File: config.mk
export PLATFORM = sky130hd
export DESIGN_NAME = ssw_supervisor
export DESIGN_NICKNAME = d
export VERILOG_FILES = /design/src/rtl/ssw_pkg.sv /design/src/rtl/ssw_supervisor.sv
export VERILOG_INCLUDE_DIRS = /design/src /design/src/rtl
export SDC_FILE = /design/constraint.sdc
export NUM_CORES = 1
export LEC_CHECK = 0
export BUFFER_PORTS_ARGS = -buffer_cell sky130_fd_sc_hd__buf_4
export CAP_MARGIN = 30
export CORE_MARGIN = 5
export CORE_UTILIZATION = 58
export CTS_BUF_LIST = sky130_fd_sc_hd__clkbuf_8
export CTS_CLUSTER_SIZE = 10
export DETAILED_ROUTE_END_ITERATION = 8
export PLACE_DENSITY = 0.92
export SLEW_MARGIN = 10
export SYNTH_ARGS = -nofsm -noshare
export SYNTH_HDL_FRONTEND = slang
export SYNTH_SLANG_ARGS = --single-unit
File: constraint.sdc
create_clock -name i_clock -period 2.1 [get_ports i_clock]
set_input_delay 0.105 -clock i_clock [delete_from_list [all_inputs] [get_ports i_clock]]
set_output_delay 0.105 -clock i_clock [all_outputs]
set_load 0.02 [all_outputs]
File: src/rtl/ssw_consts.svh
// Constants of the supply supervisor and watchdog block.
// Assumes a 200 MHz clock and a 32-bit classic Wishbone register bus.
//
// Contract
// - Power-up reset held one pulse time
// - Reset polarity is a build option
// - Brown-out asserts reset, at least pulse time
// - Constant watchdog input past interval resets
// - Fresh interval after watchdog reset ends
// - Level change or floating input restarts
// - Pulses of 50 ns count as service
// - Backup only below threshold and backup
// - Back to main above threshold
// - Backup mode keeps reset asserted
// - Backup disables power-fail and watchdog
// - Deep discharge enters low-current state
// - Missing backup supply never switches over
// - Power-fail flag low below reference
// - Power-fail independent except backup mode
// - Floating watchdog level distinct from high/low
`ifndef SSW_CONSTS_SVH
`define SSW_CONSTS_SVH

// Timing, clock rate and figures as printed
`define SSW_CLK_MHZ        200
`define SSW_RST_PULSE_MS   200
`define SSW_WD_INTERVAL_MS 1600
`define SSW_WDI_PULSE_NS   50
`define SSW_RST_CYCLES     (`SSW_RST_PULSE_MS * 1000 * `SSW_CLK_MHZ)
`define SSW_WD_CYCLES      (`SSW_WD_INTERVAL_MS * 1000 * `SSW_CLK_MHZ)
`define SSW_WDI_MIN_CYCLES ((`SSW_WDI_PULSE_NS * `SSW_CLK_MHZ + 999) / 1000)

// Register byte offsets
`define SSW_ADR_CTRL     8'h00
`define SSW_ADR_STATUS   8'h04
`define SSW_ADR_IRQ_STAT 8'h08
`define SSW_ADR_IRQ_MASK 8'h0C

// Control fields and reset value
`define SSW_CTRL_WD_EN   0
`define SSW_CTRL_RST     32'h0000_0001

// Status fields
`define SSW_ST_BELOW_RT  0
`define SSW_ST_BACKUP    1
`define SSW_ST_LOW_PWR   2
`define SSW_ST_PF_LOW    3
`define SSW_ST_RST_ACT   4
`define SSW_ST_WDI_FLOAT 5

// Interrupt event bits
`define SSW_EV_WD_TMO    0
`define SSW_EV_BROWNOUT  1
`define SSW_EV_BACKUP    2
`define SSW_EV_PF_FALL   3
`define SSW_EV_W         4
`define SSW_IRQ_MASK_RST 4'h0

`endif

File: src/rtl/ssw_pkg.sv
// Types of the supply supervisor and watchdog block.
// Assumes nothing beyond a SystemVerilog compiler.
package ssw_pkg;
  // Reset generator states
  typedef enum logic [1:0] {
    SSW_HOLD,
    SSW_PULSE,
    SSW_RUN
  } ssw_rst_state_t;
endpackage

File: src/rtl/ssw_supervisor.sv
// Supply supervisor: reset generator, watchdog, backup switch, power-fail flag.
// Assumes comparator flags from analog logic and a classic Wishbone master.
//
// Design decisions made here: the Wishbone interface to the registers and the register addresses.
`timescale 1ns/1ps
`default_nettype none
`include "ssw_consts.svh"

module ssw_supervisor #(
  parameter int unsigned RST_CYCLES  = `SSW_RST_CYCLES,
  parameter int unsigned WD_CYCLES   = `SSW_WD_CYCLES,
  parameter bit          RST_ACT_HIGH = 1'b0
) (
  // Clock and reset
  input  wire logic        i_clock,
  input  wire logic        i_rst_b,
  // Asynchronous comparator flags
  input  wire logic        i_vcc_below_rt,
  input  wire logic        i_vcc_below_batt,
  input  wire logic        i_vcc_deep_below_batt,
  input  wire logic        i_pf_sense_below_ref,
  // Watchdog service input, two comparators; both low means floating
  input  wire logic        i_wdi_high,
  input  wire logic        i_wdi_low,
  // Wishbone slave
  input  wire logic        i_wb_cyc,
  input  wire logic        i_wb_stb,
  input  wire logic        i_wb_we,
  input  wire logic [7:0]  i_wb_adr,
  input  wire logic [3:0]  i_wb_sel,
  input  wire logic [31:0] i_wb_dat,
  output logic [31:0]      o_wb_dat_r,
  output logic             o_wb_ack_r,
  // Supervisor outputs
  output logic             o_reset_r,
  output logic             o_power_fail_flag_r,
  output logic             o_backup_path_sel_r,
  output logic             o_main_path_sel_r,
  output logic             o_low_power_r,
  output logic             o_irq_r
);

  ////////////////////////////////////////////////////////////////////////////
  // Parameter checks
  if (RST_CYCLES < 2 || WD_CYCLES < 2) begin : g_bad_count
    $error("ssw_supervisor: counts must be at least 2");
  end

  ////////////////////////////////////////////////////////////////////////////
  // Input synchronisers: three stages, value taken when stages 2 and 3 agree
  localparam int NIN = 6;
  localparam logic [NIN-1:0] SYNC_RST = 6'h01;  // Below threshold at reset

  logic [NIN-1:0] in_raw;
  logic [NIN-1:0] s1_r, s2_r, s3_r, clean_r;

  assign in_raw = {i_wdi_low, i_wdi_high, i_pf_sense_below_ref,
                   i_vcc_deep_below_batt, i_vcc_below_batt, i_vcc_below_rt};

  // Agreement filter
  function automatic logic [NIN-1:0] agree(input logic [NIN-1:0] a,
                                           input logic [NIN-1:0] b,
                                           input logic [NIN-1:0] old);
    agree = (a & b) | (old & (a | b));
  endfunction

  always_ff @(posedge i_clock or negedge i_rst_b) begin
    if (!i_rst_b) begin
      s1_r    <= SYNC_RST;
      s2_r    <= SYNC_RST;
      s3_r    <= SYNC_RST;
      clean_r <= SYNC_RST;
    end else begin
      s1_r    <= in_raw;
      s2_r    <= s1_r;
      s3_r    <= s2_r;
      clean_r <= agree(s2_r, s3_r, clean_r);
    end
  end

  logic below_rt, below_batt, deep, pf_low, wdi_hi, wdi_lo;
  assign {wdi_lo, wdi_hi, pf_low, deep, below_batt, below_rt} = clean_r;

  ////////////////////////////////////////////////////////////////////////////
  // Supply mode decode
  logic backup_c, low_power_c, wdi_float_c;
  // A floating backup input keeps its comparator low, so no switchover
  assign backup_c    = below_rt & below_batt;
  assign low_power_c = backup_c & deep;
  assign wdi_float_c = ~(wdi_hi ^ wdi_lo);

  ////////////////////////////////////////////////////////////////////////////
  // Registers and their state
  logic [31:0] ctrl_r;
  logic [`SSW_EV_W-1:0] irq_stat_r, irq_mask_r, ev_c;
  logic wd_en;
  assign wd_en = ctrl_r[`SSW_CTRL_WD_EN];

  ////////////////////////////////////////////////////////////////////////////
  // Watchdog service detection
  logic last_hi_r, wd_service_c, wd_timeout_c;
  logic [31:0] wd_cnt_r;
  ssw_pkg::ssw_rst_state_t st_r, st_nxt;
  logic [31:0] rst_cnt_r;

  // Track last valid level; floating leaves it alone
  always_ff @(posedge i_clock or negedge i_rst_b) begin
    if (!i_rst_b) begin
      last_hi_r <= 1'b0;
    end else if (!wdi_float_c) begin
      last_hi_r <= wdi_hi;
    end
  end

  assign wd_service_c = wdi_float_c | (wdi_hi != last_hi_r);
  assign wd_timeout_c = (st_r == ssw_pkg::SSW_RUN) && wd_en && !backup_c &&
                        !wd_service_c && (wd_cnt_r == WD_CYCLES - 1);

  // Interval counter, cleared outside normal run
  always_ff @(posedge i_clock or negedge i_rst_b) begin
    if (!i_rst_b) begin
      wd_cnt_r <= 32'h0000_0000;
    end else if (st_r != ssw_pkg::SSW_RUN || !wd_en || backup_c) begin
      wd_cnt_r <= 32'h0000_0000;
    end else if (wd_service_c || wd_timeout_c) begin
      wd_cnt_r <= 32'h0000_0000;
    end else begin
      wd_cnt_r <= wd_cnt_r + 32'h0000_0001;
    end
  end

  ////////////////////////////////////////////////////////////////////////////
  // Reset generator
  always_comb begin
    st_nxt = st_r;
    case (st_r)
      ssw_pkg::SSW_HOLD: begin
        if (!below_rt) begin
          st_nxt = ssw_pkg::SSW_PULSE;
        end
      end
      ssw_pkg::SSW_PULSE: begin
        if (below_rt) begin
          st_nxt = ssw_pkg::SSW_HOLD;
        end else if (rst_cnt_r == RST_CYCLES - 1) begin
          st_nxt = ssw_pkg::SSW_RUN;
        end
      end
      ssw_pkg::SSW_RUN: begin
        if (below_rt) begin
          st_nxt = ssw_pkg::SSW_HOLD;
        end else if (wd_timeout_c) begin
          st_nxt = ssw_pkg::SSW_PULSE;
        end
      end
      default: st_nxt = ssw_pkg::SSW_HOLD;
    endcase
  end

  always_ff @(posedge i_clock or negedge i_rst_b) begin
    if (!i_rst_b) begin
      st_r <= ssw_pkg::SSW_HOLD;
    end else begin
      st_r <= st_nxt;
    end
  end

  // Pulse width counter
  always_ff @(posedge i_clock or negedge i_rst_b) begin
    if (!i_rst_b) begin
      rst_cnt_r <= 32'h0000_0000;
    end else if (st_nxt != ssw_pkg::SSW_PULSE || st_r != ssw_pkg::SSW_PULSE) begin
      rst_cnt_r <= 32'h0000_0000;
    end else begin
      rst_cnt_r <= rst_cnt_r + 32'h0000_0001;
    end
  end

  ////////////////////////////////////////////////////////////////////////////
  // Supervisor outputs
  logic rst_act_c;
  assign rst_act_c = (st_nxt != ssw_pkg::SSW_RUN);

  always_ff @(posedge i_clock or negedge i_rst_b) begin
    if (!i_rst_b) begin
      o_reset_r           <= RST_ACT_HIGH;
      o_power_fail_flag_r <= 1'b0;
      o_backup_path_sel_r <= 1'b0;
      o_main_path_sel_r   <= 1'b1;
      o_low_power_r       <= 1'b0;
    end else begin
      o_reset_r           <= rst_act_c ? RST_ACT_HIGH : !RST_ACT_HIGH;
      o_power_fail_flag_r <= !backup_c && !pf_low;
      o_backup_path_sel_r <= backup_c;
      o_main_path_sel_r   <= !backup_c;
      o_low_power_r       <= low_power_c;
    end
  end

  ////////////////////////////////////////////////////////////////////////////
  // Event detection
  logic below_rt_d_r, backup_d_r, pf_flag_d_r;
  always_ff @(posedge i_clock or negedge i_rst_b) begin
    if (!i_rst_b) begin
      below_rt_d_r <= 1'b1;
      backup_d_r   <= 1'b0;
      pf_flag_d_r  <= 1'b0;
    end else begin
      below_rt_d_r <= below_rt;
      backup_d_r   <= backup_c;
      pf_flag_d_r  <= !backup_c && !pf_low;
    end
  end

  always_comb begin
    ev_c = '0;
    ev_c[`SSW_EV_WD_TMO]   = wd_timeout_c;
    ev_c[`SSW_EV_BROWNOUT] = below_rt && !below_rt_d_r;
    ev_c[`SSW_EV_BACKUP]   = backup_c && !backup_d_r;
    ev_c[`SSW_EV_PF_FALL]  = pf_flag_d_r && !backup_c && pf_low;
  end

  ////////////////////////////////////////////////////////////////////////////
  // Wishbone slave: ack one cycle after the request, dropped the next
  logic wb_req_c, wb_wr_c;
  assign wb_req_c = i_wb_cyc && i_wb_stb && !o_wb_ack_r;
  assign wb_wr_c  = wb_req_c && i_wb_we;

  // Byte-lane merge
  function automatic logic [31:0] merge(input logic [31:0] old,
                                        input logic [31:0] nw,
                                        input logic [3:0] sel);
    for (int i = 0; i < 4; i++) begin
      merge[i*8 +: 8] = sel[i] ? nw[i*8 +: 8] : old[i*8 +: 8];
    end
  endfunction

  logic [31:0] w_c;
  assign w_c = merge(32'h0000_0000, i_wb_dat, i_wb_sel);

  // Mask write value, merged over the present mask in full width
  logic [31:0] mask_w_c;
  assign mask_w_c = merge({28'h000_0000, irq_mask_r}, i_wb_dat, i_wb_sel);

  // Control and mask registers
  always_ff @(posedge i_clock or negedge i_rst_b) begin
    if (!i_rst_b) begin
      ctrl_r     <= `SSW_CTRL_RST;
      irq_mask_r <= `SSW_IRQ_MASK_RST;
    end else if (wb_wr_c) begin
      if (i_wb_adr == `SSW_ADR_CTRL) begin
        ctrl_r <= merge(ctrl_r, i_wb_dat, i_wb_sel) & 32'h0000_0001;
      end
      if (i_wb_adr == `SSW_ADR_IRQ_MASK) begin
        irq_mask_r <= mask_w_c[`SSW_EV_W-1:0];
      end
    end
  end

  // Sticky status, write one to clear; a new event wins over the clear
  always_ff @(posedge i_clock or negedge i_rst_b) begin
    if (!i_rst_b) begin
      irq_stat_r <= '0;
    end else if (wb_wr_c && i_wb_adr == `SSW_ADR_IRQ_STAT) begin
      irq_stat_r <= (irq_stat_r & ~w_c[`SSW_EV_W-1:0]) | ev_c;
    end else begin
      irq_stat_r <= irq_stat_r | ev_c;
    end
  end

  // Read data and ack; unmapped reads return zero
  logic [31:0] rd_c;
  always_comb begin
    case (i_wb_adr)
      `SSW_ADR_CTRL:     rd_c = ctrl_r;
      `SSW_ADR_STATUS:   rd_c = {26'h000_0000, wdi_float_c,
                                 st_r != ssw_pkg::SSW_RUN, pf_low,
                                 low_power_c, backup_c, below_rt};
      `SSW_ADR_IRQ_STAT: rd_c = {28'h000_0000, irq_stat_r};
      `SSW_ADR_IRQ_MASK: rd_c = {28'h000_0000, irq_mask_r};
      default:           rd_c = 32'h0000_0000;
    endcase
  end

  always_ff @(posedge i_clock or negedge i_rst_b) begin
    if (!i_rst_b) begin
      o_wb_ack_r <= 1'b0;
      o_wb_dat_r <= 32'h0000_0000;
    end else begin
      o_wb_ack_r <= wb_req_c;
      o_wb_dat_r <= (wb_req_c && !i_wb_we) ? rd_c : 32'h0000_0000;
    end
  end

  // Level interrupt
  always_ff @(posedge i_clock or negedge i_rst_b) begin
    if (!i_rst_b) begin
      o_irq_r <= 1'b0;
    end else begin
      o_irq_r <= |(irq_stat_r & irq_mask_r);
    end
  end
endmodule // ssw_supervisor
`default_nettype wire

==> impl_metrics.yaml, run 1 <==
placed_design:
  portBuffers: 36
  preCtsSetupSlack_ps: 167
  post-dp-hpwl_um: 7240
  place_inst: 617
  place_congestion: 0.896
routing:
  post_drt_wl_per_cell_um: 18.2
  dr.pass1.iters: 6
  drc_errors: 0
  drt_wl_total_um: 12100
  vias: 3847
  postRouteAntennaNets: 0
  drt_iter0_drc: 323
  vias_per_cell: 5.78
logic_synthesis:
  synth_enable_flop_cells: 0
  synthesized_cell_area_sq_um: 5180
  synth.yosys.warnings: 0
  ys_ff_latch: 114
  synth_flop_cell: "sky130_fd_sc_hd__dfrtp_1"
  yosys.cell_types.count: 52
  synth-async-reset-ratio_pct: 100
  synthesis.area_per_instance_sq_um: 10.9
  synth-seq-area-share_pct: 55.2
  synthCells: 475
critical_path:
  worstPathArrival_ps: 2380
  worst_path_most_repeated_cell: "sky130_fd_sc_hd__dlygate4sd3_1"
  worst_setup_path_end_kind: "register"
  cells_along_the_critical_path: "dlygate4sd3_1 > buf_4 > nor4_4 > dlygate4sd3_1 > nand3_1 > dlygate4sd3_1 > nor2_1"
  cp_slowest_cell: "sky130_fd_sc_hd__dlygate4sd3_1"
  max_stage_delay_ps: 630
  category_of_the_most_critical_setup_path: "input port to register"
  timing.critical_path.from_type: "input port"
  worst_ep_required_time_ps: 2460
  critPathMaxFanout: 2
power_and_ir_drop:
  finalPower_w: 0.00468
  static-leakage-power_nw: 2.69
  worst_ir_drop_vdd_mv: 1.09
  power_per_cell_area_nw_per_um2: 764
final_layout:
  area_delta_synth_final_pct: 18.2
  nets: 602
  finalNonFillerCells: 666
  antennaDiodeCount: 0
  drive_above_1_share_pct: 19.4
floorplan:
  die_width_um: 105
  ios: 94
  die_h_um: 105
  rows: 34
  core_area_sq_um: 8720
  initial_standard_cell_utilization_of_the_core_pct: 59.4
  full_die_area_sq_um: 10900
cts:
  numCtsBuffers: 17
  htree_levels: 4
  cts_root_buffer: "sky130_fd_sc_hd__clkbuf_8"
  clockBufferDepth: 2
  clkSinkCount: 114
  tritoncts_clock_tree: "built"
  worst_setup_hold_path_clk_slew_ps: 90
  clock_latency_reported_for_the_late_side_of_the_worst_skew_pair_ps: 450
  cts.repair_timing.setup_buffer_count: 0
global_route:
  global_route_wire_length_before_repair_um: 20400
  antenna_found_initial: 0
  global_route.overflow_total: 0
  largest_net_degree_at_the_start_of_global_routing: 50
  grt_pass1_vias: 4135
  groute.usage.overall_pct: 23.4
sta:
  post-route-period-util_pct: 96.5
  finalWorstSetupSlack_ps: 72.8
  timing.slew.headroom_pct: 58.7
  final_max_slew_viol_count: 0
  hold_violations: 0
  final.setup_skew_ps: 18.7
  setup_viol: 0
  grt_setup_unrepaired: "true"
  fin_setup_tns_ps: 0
  worst_hold_slack_ps: 86.1
  finalCriticalPeriod_ps: 2030
  max_clock_freq_ghz: 0.493
  worstMarginPinSlew_ps: 620
run_status:
  run_status: "complete, no violations"
worst_hold_path:
  timing.hold.worst.class: "input port to register"
flow_run:
  drv.max_cap_violation_count: 0
## worst max-delay path: cells and delay by family
family	cells	cell delay, ps
simple gates	3	380
buf+inv	4	1890
## layer usage
metal	global-route usage [%]	wire, um	vias to the layer above	share of wire [%]
met5	0	0	-	0
met4	10.1	345	0	2.9
met3	7.95	764	40	6.3
met2	41.1	6510	164	54
met1	25.7	4480	1912	37
li1	-	-	1731	-
## report_power, final
group	internal (W)	switching [W]	total, W
combinational	0.000103	0.000180	0.000283
sequential	0.00225	0.0000421	0.00229
clock	0.00100	0.00110	0.00210
## registers in the layout, indices dropped and copies added (netlist names), 2 cells and up
| name | count |
|---|---|
| s3_r | 6 |
| clean_r | 6 |
| irq_mask_r | 4 |
| s2_r | 6 |
| wd_cnt_r | 32 |
| st_r | 2 |
| irq_stat_r | 4 |
| o_wb_dat_r | 6 |
| rst_cnt_r | 32 |
| s1_r | 6 |
## logic make-up after synthesis
kind of cell / after synthesis / share of synthesized area (%)
buffers and inverters: 44 / 5.24
adder cells (fa/ha/maj): 8 / 1.64
multiplexers: 9 / 2.15
XOR/XNOR: 58 / 9.80
flip-flops: 114 / 55.2
AND/OR/NAND/NOR: 218 / 22.9
other: 1 / 0.0724
AO/OA/AOI/OAI: 23 / 2.95
## layout by cell type (no fill, tap or decap), drive strengths merged, types with 10 or more instances in the layout
master,Yosys,layout
nor2,84,84
xnor2,18,18
conb,1,26
nand4,27,27
nand2,29,29
inv,8,19
clkbuf,3,17
buf,33,45
dfrtp,107,107
nand3,27,27
and3,10,10
xor2,40,40
nor4,10,10
dlygate4sd3,0,17
## stage by stage
step                      utilization, %  instance area (sq um)
final                               70.2                   6120
after floorplan                        -                   5280
after CTS                           70.1                   6110
after detailed placement            63.6                   5550
after global routing                70.2                   6120
after global placement              63.6                   5550
## cells in the mapped netlist, drive strengths merged (2+ instances only)
cell	count	area share, %
o2bb2ai	3	0.51
and3b	2	0.34
xnor2	18	3.0
nand4	27	3.7
dfrtp	107	52
and3	10	1.2
a21bo	2	0.39
dfstp	7	3.5
nor4b	5	0.97
nor3	6	0.99
xor2	40	6.8
and4	5	0.84
nor2b	2	0.24
nand3	27	2.9
a21oi	7	0.68
nand2	29	2.1
ha	2	0.48
clkbuf	3	0.22
nor4	10	1.9
mux2	7	1.5
a22oi	2	0.29
buf	33	4.4
maj3	6	1.2
o21ai	6	0.58
or2	2	0.24
inv	8	0.58
or3	4	0.48
nor2	84	6.1
## cell type report
cell class                      count  area, sq um
Clock buffer                       17          234
Clock inverter                     15          165
Timing Repair Buffer               62          546
Sequential cell                   114         2860
Inverter                            8         30.0
Fill cell                         518         2600
Multi-Input combinational cell    342         2150
Tap cell                          108          135
## timing repair
item / CTS / global route
gates resized for setup: 0 / 1
hold endpoints to repair: 60 / 0
hold buffers: 17 / 0
setup endpoints to repair: 0 / 8
## path summary, 6_finish.rpt
| kind | slack [ps] | cells past startpoint | end | startpoint |
|---|---|---|---|---|
| max reg2reg | 140 | 5 | wd_cnt_r[29]$_DFF_PN0_ | wd_cnt_r[12]$_DFF_PN0_ |
| min reg2reg | 350 | 0 | s2_r[0]$_DFF_PN1_ | s1_r[0]$_DFF_PN1_ |
| max in group asynchronous | 1110 | 3 | below_rt_d_r$_DFF_PN1_ | i_rst_b |
| min in group asynchronous | 230 | 2 | o_wb_dat_r[3]$_DFF_PN0_ | i_rst_b |
| max | 70 | 7 | o_wb_dat_r[0]$_DFF_PN0_ | i_wb_adr[4] |
| min | 90 | 3 | o_wb_dat_r[2]$_DFF_PN0_ | i_wb_we |
Note: power is estimated with default switching activity, not from simulation.
==> inputs of run 2 (changes only) <==
- CORE_ASPECT_RATIO: unset -> 0.8
==> run 2 against run 1 <==
Compared with the run above: sequential share of layout area is 1.2 points lower; critical path type is now register to register; hold slack better by 39 ps; non-clock buffer count is 1 higher; largest cell class unchanged; critical endpoint is now st_r[0]$_DFF_PN0_.
==> impl_metrics.yaml, run 2 (synthesis results as in run 1) <==
run_status:
  run_status: "complete, no violations"
critical_path:
  category_of_the_most_critical_setup_path: "register to register"
  critPathMaxFanout: 4
  timing.critical_path.from_type: "register"
  max_stage_delay_ps: 390
  worst_ep_required_time_ps: 2400
  rr_worst_depth: 6
  cp_num_cells: 6
  reg2reg_slack_ps: 130
  cells_along_the_critical_path: "ha_1 > nand4_1 > nor2_1 > nand4_1 > o21ai_0 > o21ai_0"
  cp_slowest_cell: "sky130_fd_sc_hd__dfrtp_1"
  cpLargestDelayFamily: "simple AND/OR/NAND/NOR gates"
  worst_setup_path_end_kind: "register"
  path_buf_inv: 0
  worstPathArrival_ps: 2270
cts:
  cts.repair_timing.setup_buffer_count: 0
  htree_levels: 4
  cts_root_buffer: "sky130_fd_sc_hd__clkbuf_8"
  numCtsBuffers: 17
  clkSinkCount: 114
  clock_latency_reported_for_the_late_side_of_the_worst_skew_pair_ps: 440
  tritoncts_clock_tree: "built"
  clockBufferDepth: 2
  worst_setup_hold_path_clk_slew_ps: 70
final_layout:
  antennaDiodeCount: 0
  fillers: 498
  drive_above_1_share_pct: 19.7
  area_taken_by_flip_flops_and_latches_sq_um: 2860
  nets: 603
  final_cell_area_sq_um: 6280
  biggestRegsByFlops: "rst_cnt_r: 32 flops, wd_cnt_r: 32 flops"
  area_delta_synth_final_pct: 21.2
  footprint_of_the_multi_input_gates_sq_um: 2150
  commonest_cells_after_routing_fill_and_taps_aside: "sky130_fd_sc_hd__dfrtp_1 (107), sky130_fd_sc_hd__nor2_1 (83), sky130_fd_sc_hd__buf_4 (42)"
  mostFrequentLayoutCell: "sky130_fd_sc_hd__dfrtp_1"
sta:
  worstMarginPinSlew_ps: 532
  final.setup_skew_ps: 13.7
  post-route-period-util_pct: 93.8
  fin_setup_tns_ps: 0
  grt_setup_unrepaired: "true"
  finalCriticalPeriod_ps: 1970
  timing.slew.headroom_pct: 64.3
  hold_violations: 0
  final_max_slew_viol_count: 0
  max_clock_freq_ghz: 0.508
  setup_viol: 0
placed_design:
  portBuffers: 36
  placed_cell_area_sq_um: 5550
  place_congestion: 0.856
  post-dp-hpwl_um: 7090
routing:
  drt_wl_total_um: 11600
  postRouteAntennaNets: 0
  drt_iter0_drc: 309
  dr.pass1.iters: 4
  drc_errors: 0
  vias_per_cell: 5.77
  vias: 3875
  post_drt_wl_per_cell_um: 17.2
power_and_ir_drop:
  power_per_cell_area_nw_per_um2: 852
  finalPower_w: 0.00535
  static-leakage-power_nw: 2.76
  worst_ir_drop_vdd_mv: 0.793
floorplan:
  core_area_sq_um: 8600
  initial_standard_cell_utilization_of_the_core_pct: 60.3
  die_h_um: 94.5
  ios: 94
  rows: 30
  die_width_um: 116
  full_die_area_sq_um: 10900
global_route:
  grt_pass1_vias: 3920
  global_route_wire_length_before_repair_um: 19300
  largest_net_degree_at_the_start_of_global_routing: 57
  antenna_found_initial: 0
  global_route.overflow_total: 0
  groute.usage.overall_pct: 23.1
flow_run:
  drv.max_cap_violation_count: 0
worst_hold_path:
  timing.hold.worst.class: "input port to register"
  worstHoldPathCells: 3
==> run 2: cell count changes in the layout (fill, tap and decap cells not counted), sizes merged <==
cell,delta
inv,-11
bufinv,+7
clkinv,+3
clkbuf,+2
clkinvlp,-1
dlygate4sd3,+1
==> run 2: final cells by class <==
class / count / area share (%)
flip-flops and latches: 114 / 45.5
multi-input cells: 342 / 34.3
repair buffers: 63 / 8.84
clock inverters: 13 / 4.44
clock buffers: 19 / 4.16
well taps: 112 / 2.23
inverters: 8 / 0.478
==> run 2: report_power, final <==
| group | switching (W) | total, W | internal, W |
|---|---|---|---|
| combinational | 0.000176 | 0.000280 | 0.000104 |
| clock | 0.000937 | 0.00278 | 0.00184 |
| sequential | 0.0000405 | 0.00229 | 0.00225 |
==> run 2: worst min-delay path, stage by stage <==
cell and delay [ps]:
sky130_fd_sc_hd__buf_4 170, sky130_fd_sc_hd__a21oi_1 170, sky130_fd_sc_hd__a211oi_1 80
==> run 2: repair_timing <==
action,4_1_cts,5_1_grt
hold buffers,18,0
pin swaps,0,1
gates resized for setup,1,1
setup endpoints to repair,15,2
cloned,0,0
hold endpoints to repair,101,0
==> run 2: worst paths after layout <==
kind | startpoint | endpoint
worst max-delay path | rst_cnt_r[0]$_DFF_PN0_ | st_r[0]$_DFF_PN0_
worst min-delay path | i_wb_adr[2] | o_wb_dat_r[1]$_DFF_PN0_
worst max register to register | rst_cnt_r[0]$_DFF_PN0_ | st_r[0]$_DFF_PN0_
max in group asynchronous | i_rst_b | s1_r[0]$_DFF_PN1_
min in group asynchronous | i_rst_b | irq_mask_r[3]$_DFFE_PN0P_
worst min register to register | s1_r[5]$_DFF_PN0_ | s2_r[5]$_DFF_PN0_
==> run 2: metal layers <==
| metal | up-vias | track usage, % | wire length, um |
|---|---|---|---|
| li1 | 1738 | - | - |
| met1 | 1934 | 28.9 | 4650 |
| met2 | 172 | 38.0 | 5850 |
| met3 | 31 | 6.98 | 834 |
| met4 | 0 | 9.18 | 242 |
| met5 | - | 0 | 0 |
==> run 2: per-stage QoR <==
stage               utilization (%)  std cells  worst slack, ps  hold WS [ps]
floorplan                         -        500              422          -191
global placement               64.6        621              271          44.5
detailed placement             64.6        621              176          49.7
CTS                            73.0        671             86.5          87.1
global route                   73.1        671            -11.8           101
finish                         73.1        671              131           125
